===== src/common/pfc_trim_cfg.svh =====
`ifndef PFC_TRIM_CFG_SVH
`define PFC_TRIM_CFG_SVH

// Register addresses on the internal command port
`define ADDR_METER_GAIN_TRIM_HIGH_LINE 16'hfe8f
`define ADDR_ILOOP_GAIN_LOW_LINE_LIGHT 16'hfe90
`define ADDR_ILOOP_ZERO_LOW_LINE_LIGHT 16'hfe91
`define ADDR_ILOOP_GAIN_HIGH_LINE_LIGHT 16'hfe92
`define ADDR_ILOOP_ZERO_HIGH_LINE_LIGHT 16'hfe93
`define ADDR_SMART_OUTPUT_VOLTAGE_POWER_AVERAGE 16'hfe94
`define ADDR_CURRENT_BALANCE_CONFIG 16'hfe95

// Field positions
`define TRIM_SIGN_BIT 7
`define TRIM_MAG_MSB 6
`define CBAL_DISCONNECT_BIT 7
`define CBAL_FAST_LOOP_BIT 6
`define CBAL_LOW_POWER_BIT 3
`define CBAL_WRITABLE_MASK 8'hc8

// Reset values
`define RST_METER_GAIN_TRIM 8'h00
`define RST_ILOOP_COEF 8'h00
`define RST_CURRENT_BALANCE_CONFIG 8'h00

// One trim step is 0.0625/128 = 1/2048 of the reading
`define TRIM_STEP_SHIFT 11
// Averaging window in whole line cycles, and its log2
`define AVG_LINE_CYCLES 16
`define AVG_SHIFT 4

`endif


===== src/common/pfc_trim_pkg.sv =====
package pfc_trim_pkg;
  typedef logic [7:0] byte_t;
  typedef logic [15:0] word_t;
endpackage : pfc_trim_pkg


===== src/common/pwr_avg_if.sv =====
`timescale 1ns/10ps
interface pwr_avg_if;
  logic [15:0] sample;
  logic        cycle_end;
  logic [15:0] average;
  modport avg (input sample, input cycle_end, output average);
  modport host (output sample, output cycle_end, input average);
endinterface : pwr_avg_if


===== src/rtl/smart_output_voltage_power_avg.sv =====
`timescale 1ns/10ps
`include "pfc_trim_cfg.svh"
module smart_output_voltage_power_avg #(
  parameter int CYCLES = `AVG_LINE_CYCLES,
  parameter int SHIFT  = `AVG_SHIFT
) (
  // Clock and reset
  input  wire logic core_clk,
  input  wire logic reset_n,
  // Power samples in, average out
  pwr_avg_if.avg    pa
);
  import pfc_trim_pkg::*;

  logic [SHIFT-1:0]    count;
  logic [SHIFT-1:0]    next_count;
  logic [16+SHIFT-1:0] sum;
  logic [16+SHIFT-1:0] next_sum;
  word_t               average;
  word_t               next_average;
  logic [16+SHIFT-1:0] total;

  // One sample per full line cycle; average lands after the last one
  always_comb begin
    next_count   = count;
    next_sum     = sum;
    next_average = average;
    total        = sum + {{SHIFT{1'b0}}, pa.sample};
    if (pa.cycle_end) begin
      if (count == SHIFT'(CYCLES - 1)) begin
        next_average = word_t'(total >> SHIFT);
        next_sum     = '0;
        next_count   = '0;
      end else begin
        next_sum   = total;
        next_count = count + 1'b1;
      end
    end
  end

  always_ff @(posedge core_clk or negedge reset_n) begin
    if (!reset_n) begin
      count   <= '0;
      sum     <= '0;
      average <= 16'h0000;
    end else begin
      count   <= next_count;
      sum     <= next_sum;
      average <= next_average;
    end
  end

  assign pa.average = average;
endmodule : smart_output_voltage_power_avg


===== src/rtl/pfc_trim_filter_balance_regs.sv =====
// Overview of operation
// Trim bit 7 set means negative gain.
// Scale high-line reading by magnitude/2048 steps.
// Low-line light-load coefficients used when selected.
// High-line light-load coefficients used when selected.
// Read-only power averaged over sixteen line cycles.
// Config bit 7 disconnects balance from PWM.
// Config bit 6 allows balancing during fast loop.
// Config bit 3 stops low-power balancing at limit.
// Select clear keeps normal loop coefficients.
`timescale 1ns/10ps
`include "pfc_trim_cfg.svh"
module pfc_trim_filter_balance_regs #(
  parameter int BAL_W = 10
) (
  // Clock and reset
  input  wire logic                 core_clk,
  input  wire logic                 reset_n,
  // Register command port from the PMBus slave
  input  wire logic                 cmd_valid,
  input  wire logic                 cmd_write,
  input  wire logic [15:0]          cmd_addr,
  input  wire pfc_trim_pkg::word_t  cmd_wdata,
  output logic                      rsp_valid,
  output pfc_trim_pkg::word_t       rsp_rdata,
  output logic                      rsp_err,
  // Power meter path
  input  wire logic                 meter_valid,
  input  wire pfc_trim_pkg::word_t  meter_raw,
  input  wire logic                 line_cycle_end,
  output pfc_trim_pkg::word_t       meter_trimmed,
  // Current loop coefficient selection
  input  wire logic                 high_line,
  input  wire logic                 light_load,
  input  wire logic                 light_coef_select,
  input  wire pfc_trim_pkg::byte_t  normal_iloop_gain,
  input  wire pfc_trim_pkg::byte_t  normal_iloop_zero,
  output pfc_trim_pkg::byte_t       iloop_gain,
  output pfc_trim_pkg::byte_t       iloop_zero,
  // Current balance path
  input  wire logic [BAL_W-1:0]     current_balance_in,
  input  wire logic                 current_balance_at_limit,
  input  wire logic                 fast_loop_active,
  input  wire logic                 low_power_mode,
  output logic [BAL_W-1:0]          current_balance_to_pwm,
  output logic                      current_balance_active
);
  import pfc_trim_pkg::*;

  // Register bank, cleared by reset
  byte_t meter_gain_trim_high_line;
  byte_t iloop_gain_low_line_light;
  byte_t iloop_zero_low_line_light;
  byte_t iloop_gain_high_line_light;
  byte_t iloop_zero_high_line_light;
  byte_t current_balance_config;

  // Next values for the bank and the outputs
  byte_t next_meter_gain_trim_high_line;
  byte_t next_iloop_gain_low_line_light;
  byte_t next_iloop_zero_low_line_light;
  byte_t next_iloop_gain_high_line_light;
  byte_t next_iloop_zero_high_line_light;
  byte_t next_current_balance_config;
  logic  next_rsp_valid;
  word_t next_rsp_rdata;
  logic  next_rsp_err;
  word_t next_meter_trimmed;
  byte_t next_iloop_gain;
  byte_t next_iloop_zero;
  logic [BAL_W-1:0] next_current_balance_to_pwm;
  logic  next_current_balance_active;
  word_t power_average;
  logic  pause_fast_loop;
  logic  pause_at_limit;

  pwr_avg_if pa ();

  // Averaging takes the trimmed reading once per line cycle
  assign pa.sample    = meter_trimmed;
  assign pa.cycle_end = line_cycle_end;
  assign power_average = pa.average;

  // Same clock as the bank, so nothing crosses on the interface
  smart_output_voltage_power_avg #(
    .CYCLES (`AVG_LINE_CYCLES),
    .SHIFT  (`AVG_SHIFT)
  ) u_avg (
    .core_clk (core_clk),
    .reset_n  (reset_n),
    .pa       (pa)
  );

  // Signed-magnitude trim; correction is under 1/16 so no underflow
  // Truncating the correction biases it slightly toward zero
  function automatic word_t apply_trim(input word_t raw, input byte_t trim);
    logic [22:0] prod;
    logic [16:0] sum;
    word_t       corr;
    prod = raw * trim[`TRIM_MAG_MSB:0];
    corr = word_t'(prod >> `TRIM_STEP_SHIFT);
    sum  = {1'b0, raw} + {1'b0, corr};
    if (trim[`TRIM_SIGN_BIT]) begin
      apply_trim = raw - corr;
    end else if (sum[16]) begin
      apply_trim = 16'hffff;                         // Saturate, never wrap
    end else begin
      apply_trim = sum[15:0];
    end
  endfunction : apply_trim

  // Register writes and read answers, one cycle after the command
  // A read in the cycle of a write still returns the old value
  always_comb begin
    next_meter_gain_trim_high_line  = meter_gain_trim_high_line;
    next_iloop_gain_low_line_light  = iloop_gain_low_line_light;
    next_iloop_zero_low_line_light  = iloop_zero_low_line_light;
    next_iloop_gain_high_line_light = iloop_gain_high_line_light;
    next_iloop_zero_high_line_light = iloop_zero_high_line_light;
    next_current_balance_config     = current_balance_config;
    next_rsp_valid = cmd_valid;
    next_rsp_rdata = 16'h0000;
    next_rsp_err   = 1'b0;
    if (cmd_valid) begin
      if (cmd_addr == `ADDR_METER_GAIN_TRIM_HIGH_LINE) begin
        next_rsp_rdata = {8'h00, meter_gain_trim_high_line};
        if (cmd_write) next_meter_gain_trim_high_line = cmd_wdata[7:0];
      end else if (cmd_addr == `ADDR_ILOOP_GAIN_LOW_LINE_LIGHT) begin
        next_rsp_rdata = {8'h00, iloop_gain_low_line_light};
        if (cmd_write) next_iloop_gain_low_line_light = cmd_wdata[7:0];
      end else if (cmd_addr == `ADDR_ILOOP_ZERO_LOW_LINE_LIGHT) begin
        next_rsp_rdata = {8'h00, iloop_zero_low_line_light};
        if (cmd_write) next_iloop_zero_low_line_light = cmd_wdata[7:0];
      end else if (cmd_addr == `ADDR_ILOOP_GAIN_HIGH_LINE_LIGHT) begin
        next_rsp_rdata = {8'h00, iloop_gain_high_line_light};
        if (cmd_write) next_iloop_gain_high_line_light = cmd_wdata[7:0];
      end else if (cmd_addr == `ADDR_ILOOP_ZERO_HIGH_LINE_LIGHT) begin
        next_rsp_rdata = {8'h00, iloop_zero_high_line_light};
        if (cmd_write) next_iloop_zero_high_line_light = cmd_wdata[7:0];
      end else if (cmd_addr == `ADDR_SMART_OUTPUT_VOLTAGE_POWER_AVERAGE) begin
        next_rsp_rdata = power_average;
        next_rsp_err   = cmd_write;                    // Read-only
      end else if (cmd_addr == `ADDR_CURRENT_BALANCE_CONFIG) begin
        next_rsp_rdata = {8'h00, current_balance_config};
        if (cmd_write) begin
          // Reserved bits stay zero
          next_current_balance_config = cmd_wdata[7:0] & `CBAL_WRITABLE_MASK;
        end
      end else begin
        // Unmapped address: error answer with zero data
        next_rsp_err = 1'b1;
      end
    end
  end

  // Datapath: trimmed meter, chosen coefficients, balance gating
  always_comb begin
    next_meter_trimmed = meter_trimmed;
    if (meter_valid) begin
      // Trim only acts at high line
      next_meter_trimmed = high_line ? apply_trim(meter_raw, meter_gain_trim_high_line) : meter_raw;
    end
    next_iloop_gain = normal_iloop_gain;
    next_iloop_zero = normal_iloop_zero;
    // Light-load set only while the select bit is set
    if (light_coef_select && light_load) begin
      if (high_line) begin
        next_iloop_gain = iloop_gain_high_line_light;
        next_iloop_zero = iloop_zero_high_line_light;
      end else begin
        next_iloop_gain = iloop_gain_low_line_light;
        next_iloop_zero = iloop_zero_low_line_light;
      end
    end
    // Fast loop pauses balancing unless the config lets it ride through
    pause_fast_loop = fast_loop_active && !current_balance_config[`CBAL_FAST_LOOP_BIT];
    // Low power pauses it only once the balance output sits at its limit
    pause_at_limit  = low_power_mode && current_balance_at_limit &&
                      current_balance_config[`CBAL_LOW_POWER_BIT];
    next_current_balance_active = !pause_fast_loop && !pause_at_limit;
    // Disconnected or paused balance contributes nothing to the PWM
    if (current_balance_config[`CBAL_DISCONNECT_BIT] || !next_current_balance_active) begin
      next_current_balance_to_pwm = '0;
    end else begin
      next_current_balance_to_pwm = current_balance_in;
    end
  end

  // Only registering here; all decisions are in the comb blocks
  always_ff @(posedge core_clk or negedge reset_n) begin
    if (!reset_n) begin
      // Bank to its reset values
      meter_gain_trim_high_line  <= `RST_METER_GAIN_TRIM;
      iloop_gain_low_line_light  <= `RST_ILOOP_COEF;
      iloop_zero_low_line_light  <= `RST_ILOOP_COEF;
      iloop_gain_high_line_light <= `RST_ILOOP_COEF;
      iloop_zero_high_line_light <= `RST_ILOOP_COEF;
      current_balance_config     <= `RST_CURRENT_BALANCE_CONFIG;
      // Outputs idle through reset
      rsp_valid              <= 1'b0;
      rsp_rdata              <= 16'h0000;
      rsp_err                <= 1'b0;
      meter_trimmed          <= 16'h0000;
      iloop_gain             <= 8'h00;
      iloop_zero             <= 8'h00;
      current_balance_to_pwm <= '0;
      current_balance_active <= 1'b0;
    end else begin
      meter_gain_trim_high_line  <= next_meter_gain_trim_high_line;
      iloop_gain_low_line_light  <= next_iloop_gain_low_line_light;
      iloop_zero_low_line_light  <= next_iloop_zero_low_line_light;
      iloop_gain_high_line_light <= next_iloop_gain_high_line_light;
      iloop_zero_high_line_light <= next_iloop_zero_high_line_light;
      current_balance_config     <= next_current_balance_config;
      // Outputs straight from flops
      rsp_valid              <= next_rsp_valid;
      rsp_rdata              <= next_rsp_rdata;
      rsp_err                <= next_rsp_err;
      meter_trimmed          <= next_meter_trimmed;
      iloop_gain             <= next_iloop_gain;
      iloop_zero             <= next_iloop_zero;
      current_balance_to_pwm <= next_current_balance_to_pwm;
      current_balance_active <= next_current_balance_active;
    end
  end
endmodule : pfc_trim_filter_balance_regs


===== config.mk =====
export PLATFORM = sky130hd
export DESIGN_NAME = pfc_trim_filter_balance_regs
export DESIGN_NICKNAME = d
export VERILOG_FILES = /design/src/common/pfc_trim_pkg.sv /design/src/common/pwr_avg_if.sv /design/src/rtl/smart_output_voltage_power_avg.sv /design/src/rtl/pfc_trim_filter_balance_regs.sv
export VERILOG_INCLUDE_DIRS = /design/src /design/src/common
export SDC_FILE = /design/constraint.sdc
export NUM_CORES = 1
export LEC_CHECK = 0
export ABC_AREA = 0
export BUFFER_PORTS_ARGS = -buffer_cell sky130_fd_sc_hd__buf_2
export CORE_ASPECT_RATIO = 0.9
export CORE_MARGIN = 1.5
export CORE_UTILIZATION = 64
export DETAILED_ROUTE_END_ITERATION = 16
export HOLD_SLACK_MARGIN = 0.08
export PLACE_DENSITY = 0.87
export SLEW_MARGIN = 15
export SYNTH_ARGS = -nofsm -noshare
export SYNTH_HDL_FRONTEND = slang
export SYNTH_HIERARCHICAL = 1
export SYNTH_SLANG_ARGS = --single-unit
export TNS_END_PERCENT = 10

===== constraint.sdc =====
create_clock -name core_clk -period 18.4 [get_ports core_clk]
set_input_delay 1.84 -clock core_clk [delete_from_list [all_inputs] [get_ports core_clk]]
set_output_delay 1.84 -clock core_clk [all_outputs]
set_load 0.02 [all_outputs]

==> impl_metrics.csv <==
group,metric,value,unit
route,first_pass_iters,8,
logic_synthesis,synthSimpleGateAreaFrac,15.7,%
worst_setup_path,crit_type,"in2reg",
route,first_iter_violations,883,
global_routing,grt_pass1_wl,46.3,mm
finish,stdcell_count,1540,
outcome,outcome,"finished, final reports clean",
place,place_area,12300,um2
sta,hold_viol,0,
worst_setup_path,start_kind,"input pin",
logic_synthesis,synth_top_area_share,31.4,%
sta,finalCritPeriodShare,45.2,%
route,avgViaCountPerCell,6.17,
finish,area_growth,12.2,%
place,placed_cells_incl_taps,1507,
clock_network,cts-root-buf,"clkbuf_16",
logic_synthesis,synth_top_cell_by_area,"dfrtp_1",
global_routing,grt_pass1_vias,9384,
logic_synthesis,syn_area,11500,um2
floorplan,core_area,17600,um2
logic_synthesis,yosysSeqAreaShare,31.4,%
clock_network,cts_tree,"done",
logic_synthesis,synth_edf_count,0,
route,drt-wirelength-per-cell,18.4,um
finish,fillers,1263,
run,maxCapViolations,0,
logic_synthesis,synth_ff_type,"dfrtp_1",
sta,clock_skew,0.0130,ns
sta,slew_viol_final,0,
logic_synthesis,synth-compound-area-share,15.9,%
worst_setup_path,worstPathRequired,18.73,ns
power_and_ir_drop,peakVddDrop,80.0,uV
power_and_ir_drop,power,1.08,mW
place,dp_hpwl,19.9,mm
finish,fin_util,73.1,%
sta,layout_setup_ws,10.09,ns
clock_network,cts_resized,0,
global_routing,grt_max_degree,83,
sta,timing.fmax,0.120,GHz
place,routabilityCongestion,0.898,
logic_synthesis,syn-num-nets,1414,
logic_synthesis,avgSynthCellArea,9.74,um2
global_routing,grt_use_total,31.6,%
sta,holdWs,0.478,ns
worst_setup_path,crit_fanout,10,
logic_synthesis,synthArstFlopShare,100,%
global_routing,grt_use_met1,41.4,%
logic_synthesis,synth_top_family_by_area,"adder cells",
floorplan,start_util,65.1,%
logic_synthesis,synth_most_common_cell,"dfrtp_1",
sta,slew_headroom,32.4,%
clock_network,htreeDepth,4,
clock_network,postCtsSetupBuffers,0,
global_routing,busiest_layer,"met2",
power_and_ir_drop,p_leak,6.42,nW
route,drt_wl_total,28.3,mm
global_routing,met2_usage,52.0,%
sta,tns,0,ns
hold_path,min_path_type,"reg2reg",
clock_network,ctsHoldBuffers,0,
route,post-route-drc-count,0,
worst_setup_path,critPathArrivalTime,8.64,ns
hold_path,hold_depth,2,
worst_setup_path,rr_worst_depth,25,
sta,setup_violations,0,
clock_network,clk_path_buf_depth,2,
global_routing,globalRouteMet3Util,5.69,%
floorplan,dieWidth,144,um
logic_synthesis,ys_seq_elements,144,
floorplan,chipHeight,130,um
sta,rsz0062_at_grt,"false",
worst_setup_path,end_kind,"flop",
logic_synthesis,syn-instance-count,1177,
logic_synthesis,synth_area_leaders,"dfrtp_1, fa_1, ha_1",
sta,fin_crit,8.31,ns
finish,fin_area,12900,um2
place,port_buffers,138,
place,dpl_worst_slack,9.81,ns
finish,drive_gt1_share,18.1,%
clock_network,clk-insertion-delay-late,0.43,ns
floorplan,row_count,46,
finish,nNetsFinal,1523,
power_and_ir_drop,pwr_density_cell,83.6,nW/um2
sta,worst_slew_pin_slew,1.01,ns
logic_synthesis,synthTopCellsByCount,"dfrtp_1, inv_1, and2_1",
clock_network,cts.sinks,144,
logic_synthesis,yosysWarnings,6,
clock_network,numCtsBuffers,17,
logic_synthesis,synth.distinct_cells,92,
route,vias,9504,
logic_synthesis,synth_xor_area_share,3.12,%
global_routing,gr-total-overflow,0,
clock_network,clk_pin_slew_worst_paths,0.06,ns
floorplan,dieArea,18700,um2
route,ant_nets,0,
floorplan,ioPinCount,147,
logic_synthesis,synthMuxAreaShare,6.80,%
global_routing,grt_antenna_before_repair,0,
logic_synthesis,synthAdderAreaFrac,21.1,%
routing by layer:
| metal | vias to the layer above | part of all wire [%] |
|---|---|---|
| li1 | 4296 | - |
| met1 | 4645 | 42 |
| met2 | 483 | 48 |
| met3 | 80 | 7.1 |
| met4 | 0 | 3.2 |
| met5 | - | 0 |
cells in the final DEF (no fill, tap or decap), types with 5 or more instances in the layout:
master     instances
or3_1              7
mux2i_1           25
dfrtp_1          144
and3_1             5
nand3_1           18
o2bb2ai_1         10
nand2_1           86
nor2_1            61
nand4_1           14
inv_8              5
nor3_1            13
fa_1              71
a211o_1            7
mux2_2            32
xor2_1            17
o21ai_0           37
a22o_1             6
ha_1              80
a31oi_1            9
clkbuf_16         17
a222oi_1           7
o211ai_1           7
o2111ai_1          5
o21bai_1           5
xnor2_1           22
a21o_1            10
nand2b_1          10
a211oi_1           5
buf_2            137
o221ai_1           9
a21oi_1           71
mux2_1            13
nor2b_1            7
o21ai_1           18
o31ai_1            5
inv_1            122
and2_1            91
or4_1              5
final timing paths:
path	startpoint	endpoint	slack (ns)
worst max-delay path	meter_raw[2]	meter_trimmed[4]	10.09
worst min-delay path	u_avg/pa.average[15]	u_avg/pa.average[15]	0.48
worst max register to register	meter_gain_trim_high_line[5]	meter_trimmed[4]	10.87
worst min register to register	u_avg/pa.average[15]	u_avg/pa.average[15]	0.48
max in group asynchronous	reset_n	meter_trimmed[0]	15.56
min in group asynchronous	reset_n	current_balance_to_pwm[2]	1.39
power by group:
group / leakage (nW) / switching [mW] / internal, mW
clock network: 0.291 / 0.153 / 0.193
logic: 4.29 / 0.206 / 0.124
registers: 1.84 / 0.0374 / 0.363
total: 6.42 / 0.396 / 0.680
layout make-up:
type                    instances  area (um2)  area share [%]
multi-input cells             859        7190            55.9
flip-flops and latches        144        3600            28.0
repair buffers                141         719            5.59
inverters                     123         462            3.59
clock buffers                  17         425            3.30
well taps                     240         300            2.33
clock inverters                15         168            1.30
diodes                          1        2.50          0.0194
worst max-delay path, stage by stage:
cell	delay [ns]
buf_2	0.18
and2_1	0.20
fa_1	0.52
fa_1	0.52
fa_1	0.55
inv_1	0.06
fa_1	0.52
inv_1	0.04
ha_1	0.31
a21oi_1	0.20
o21ai_0	0.12
a21oi_1	0.24
o21ai_4	0.12
a21oi_1	0.31
o21ai_1	0.16
a21oi_1	0.29
xnor2_1	0.11
ha_1	0.47
o211ai_2	0.14
a21oi_1	0.18
a211o_1	0.22
o2111ai_2	0.15
a311oi_2	0.51
a21bo_1	0.35
o221ai_1	0.19
o21ai_1	0.15
kinds of logic (layout without fill, tap and decap cells):
group           Yosys count  count (layout)
flops                   144             144
simple gates            340             340
fa+ha+maj               151             151
mux                      71              71
buf+inv                 174             296
other cells               0               1
xor+xnor                 40              40
compound gates          257             257
sequential cells by signal, indices dropped and copies added (netlist names):
signal and count:
current_balance_active 1, current_balance_config 3, current_balance_to_pwm 10, iloop_gain 8, iloop_gain_high_line_light 8, iloop_gain_low_line_light 8
iloop_zero 8, iloop_zero_high_line_light 8, iloop_zero_low_line_light 8, meter_gain_trim_high_line 8, meter_trimmed 16, rsp_err 1
rsp_rdata 16, rsp_valid 1, u_avg/count 4, u_avg/pa.average 16, u_avg/sum 20
Power figures use the tool's default switching activity.
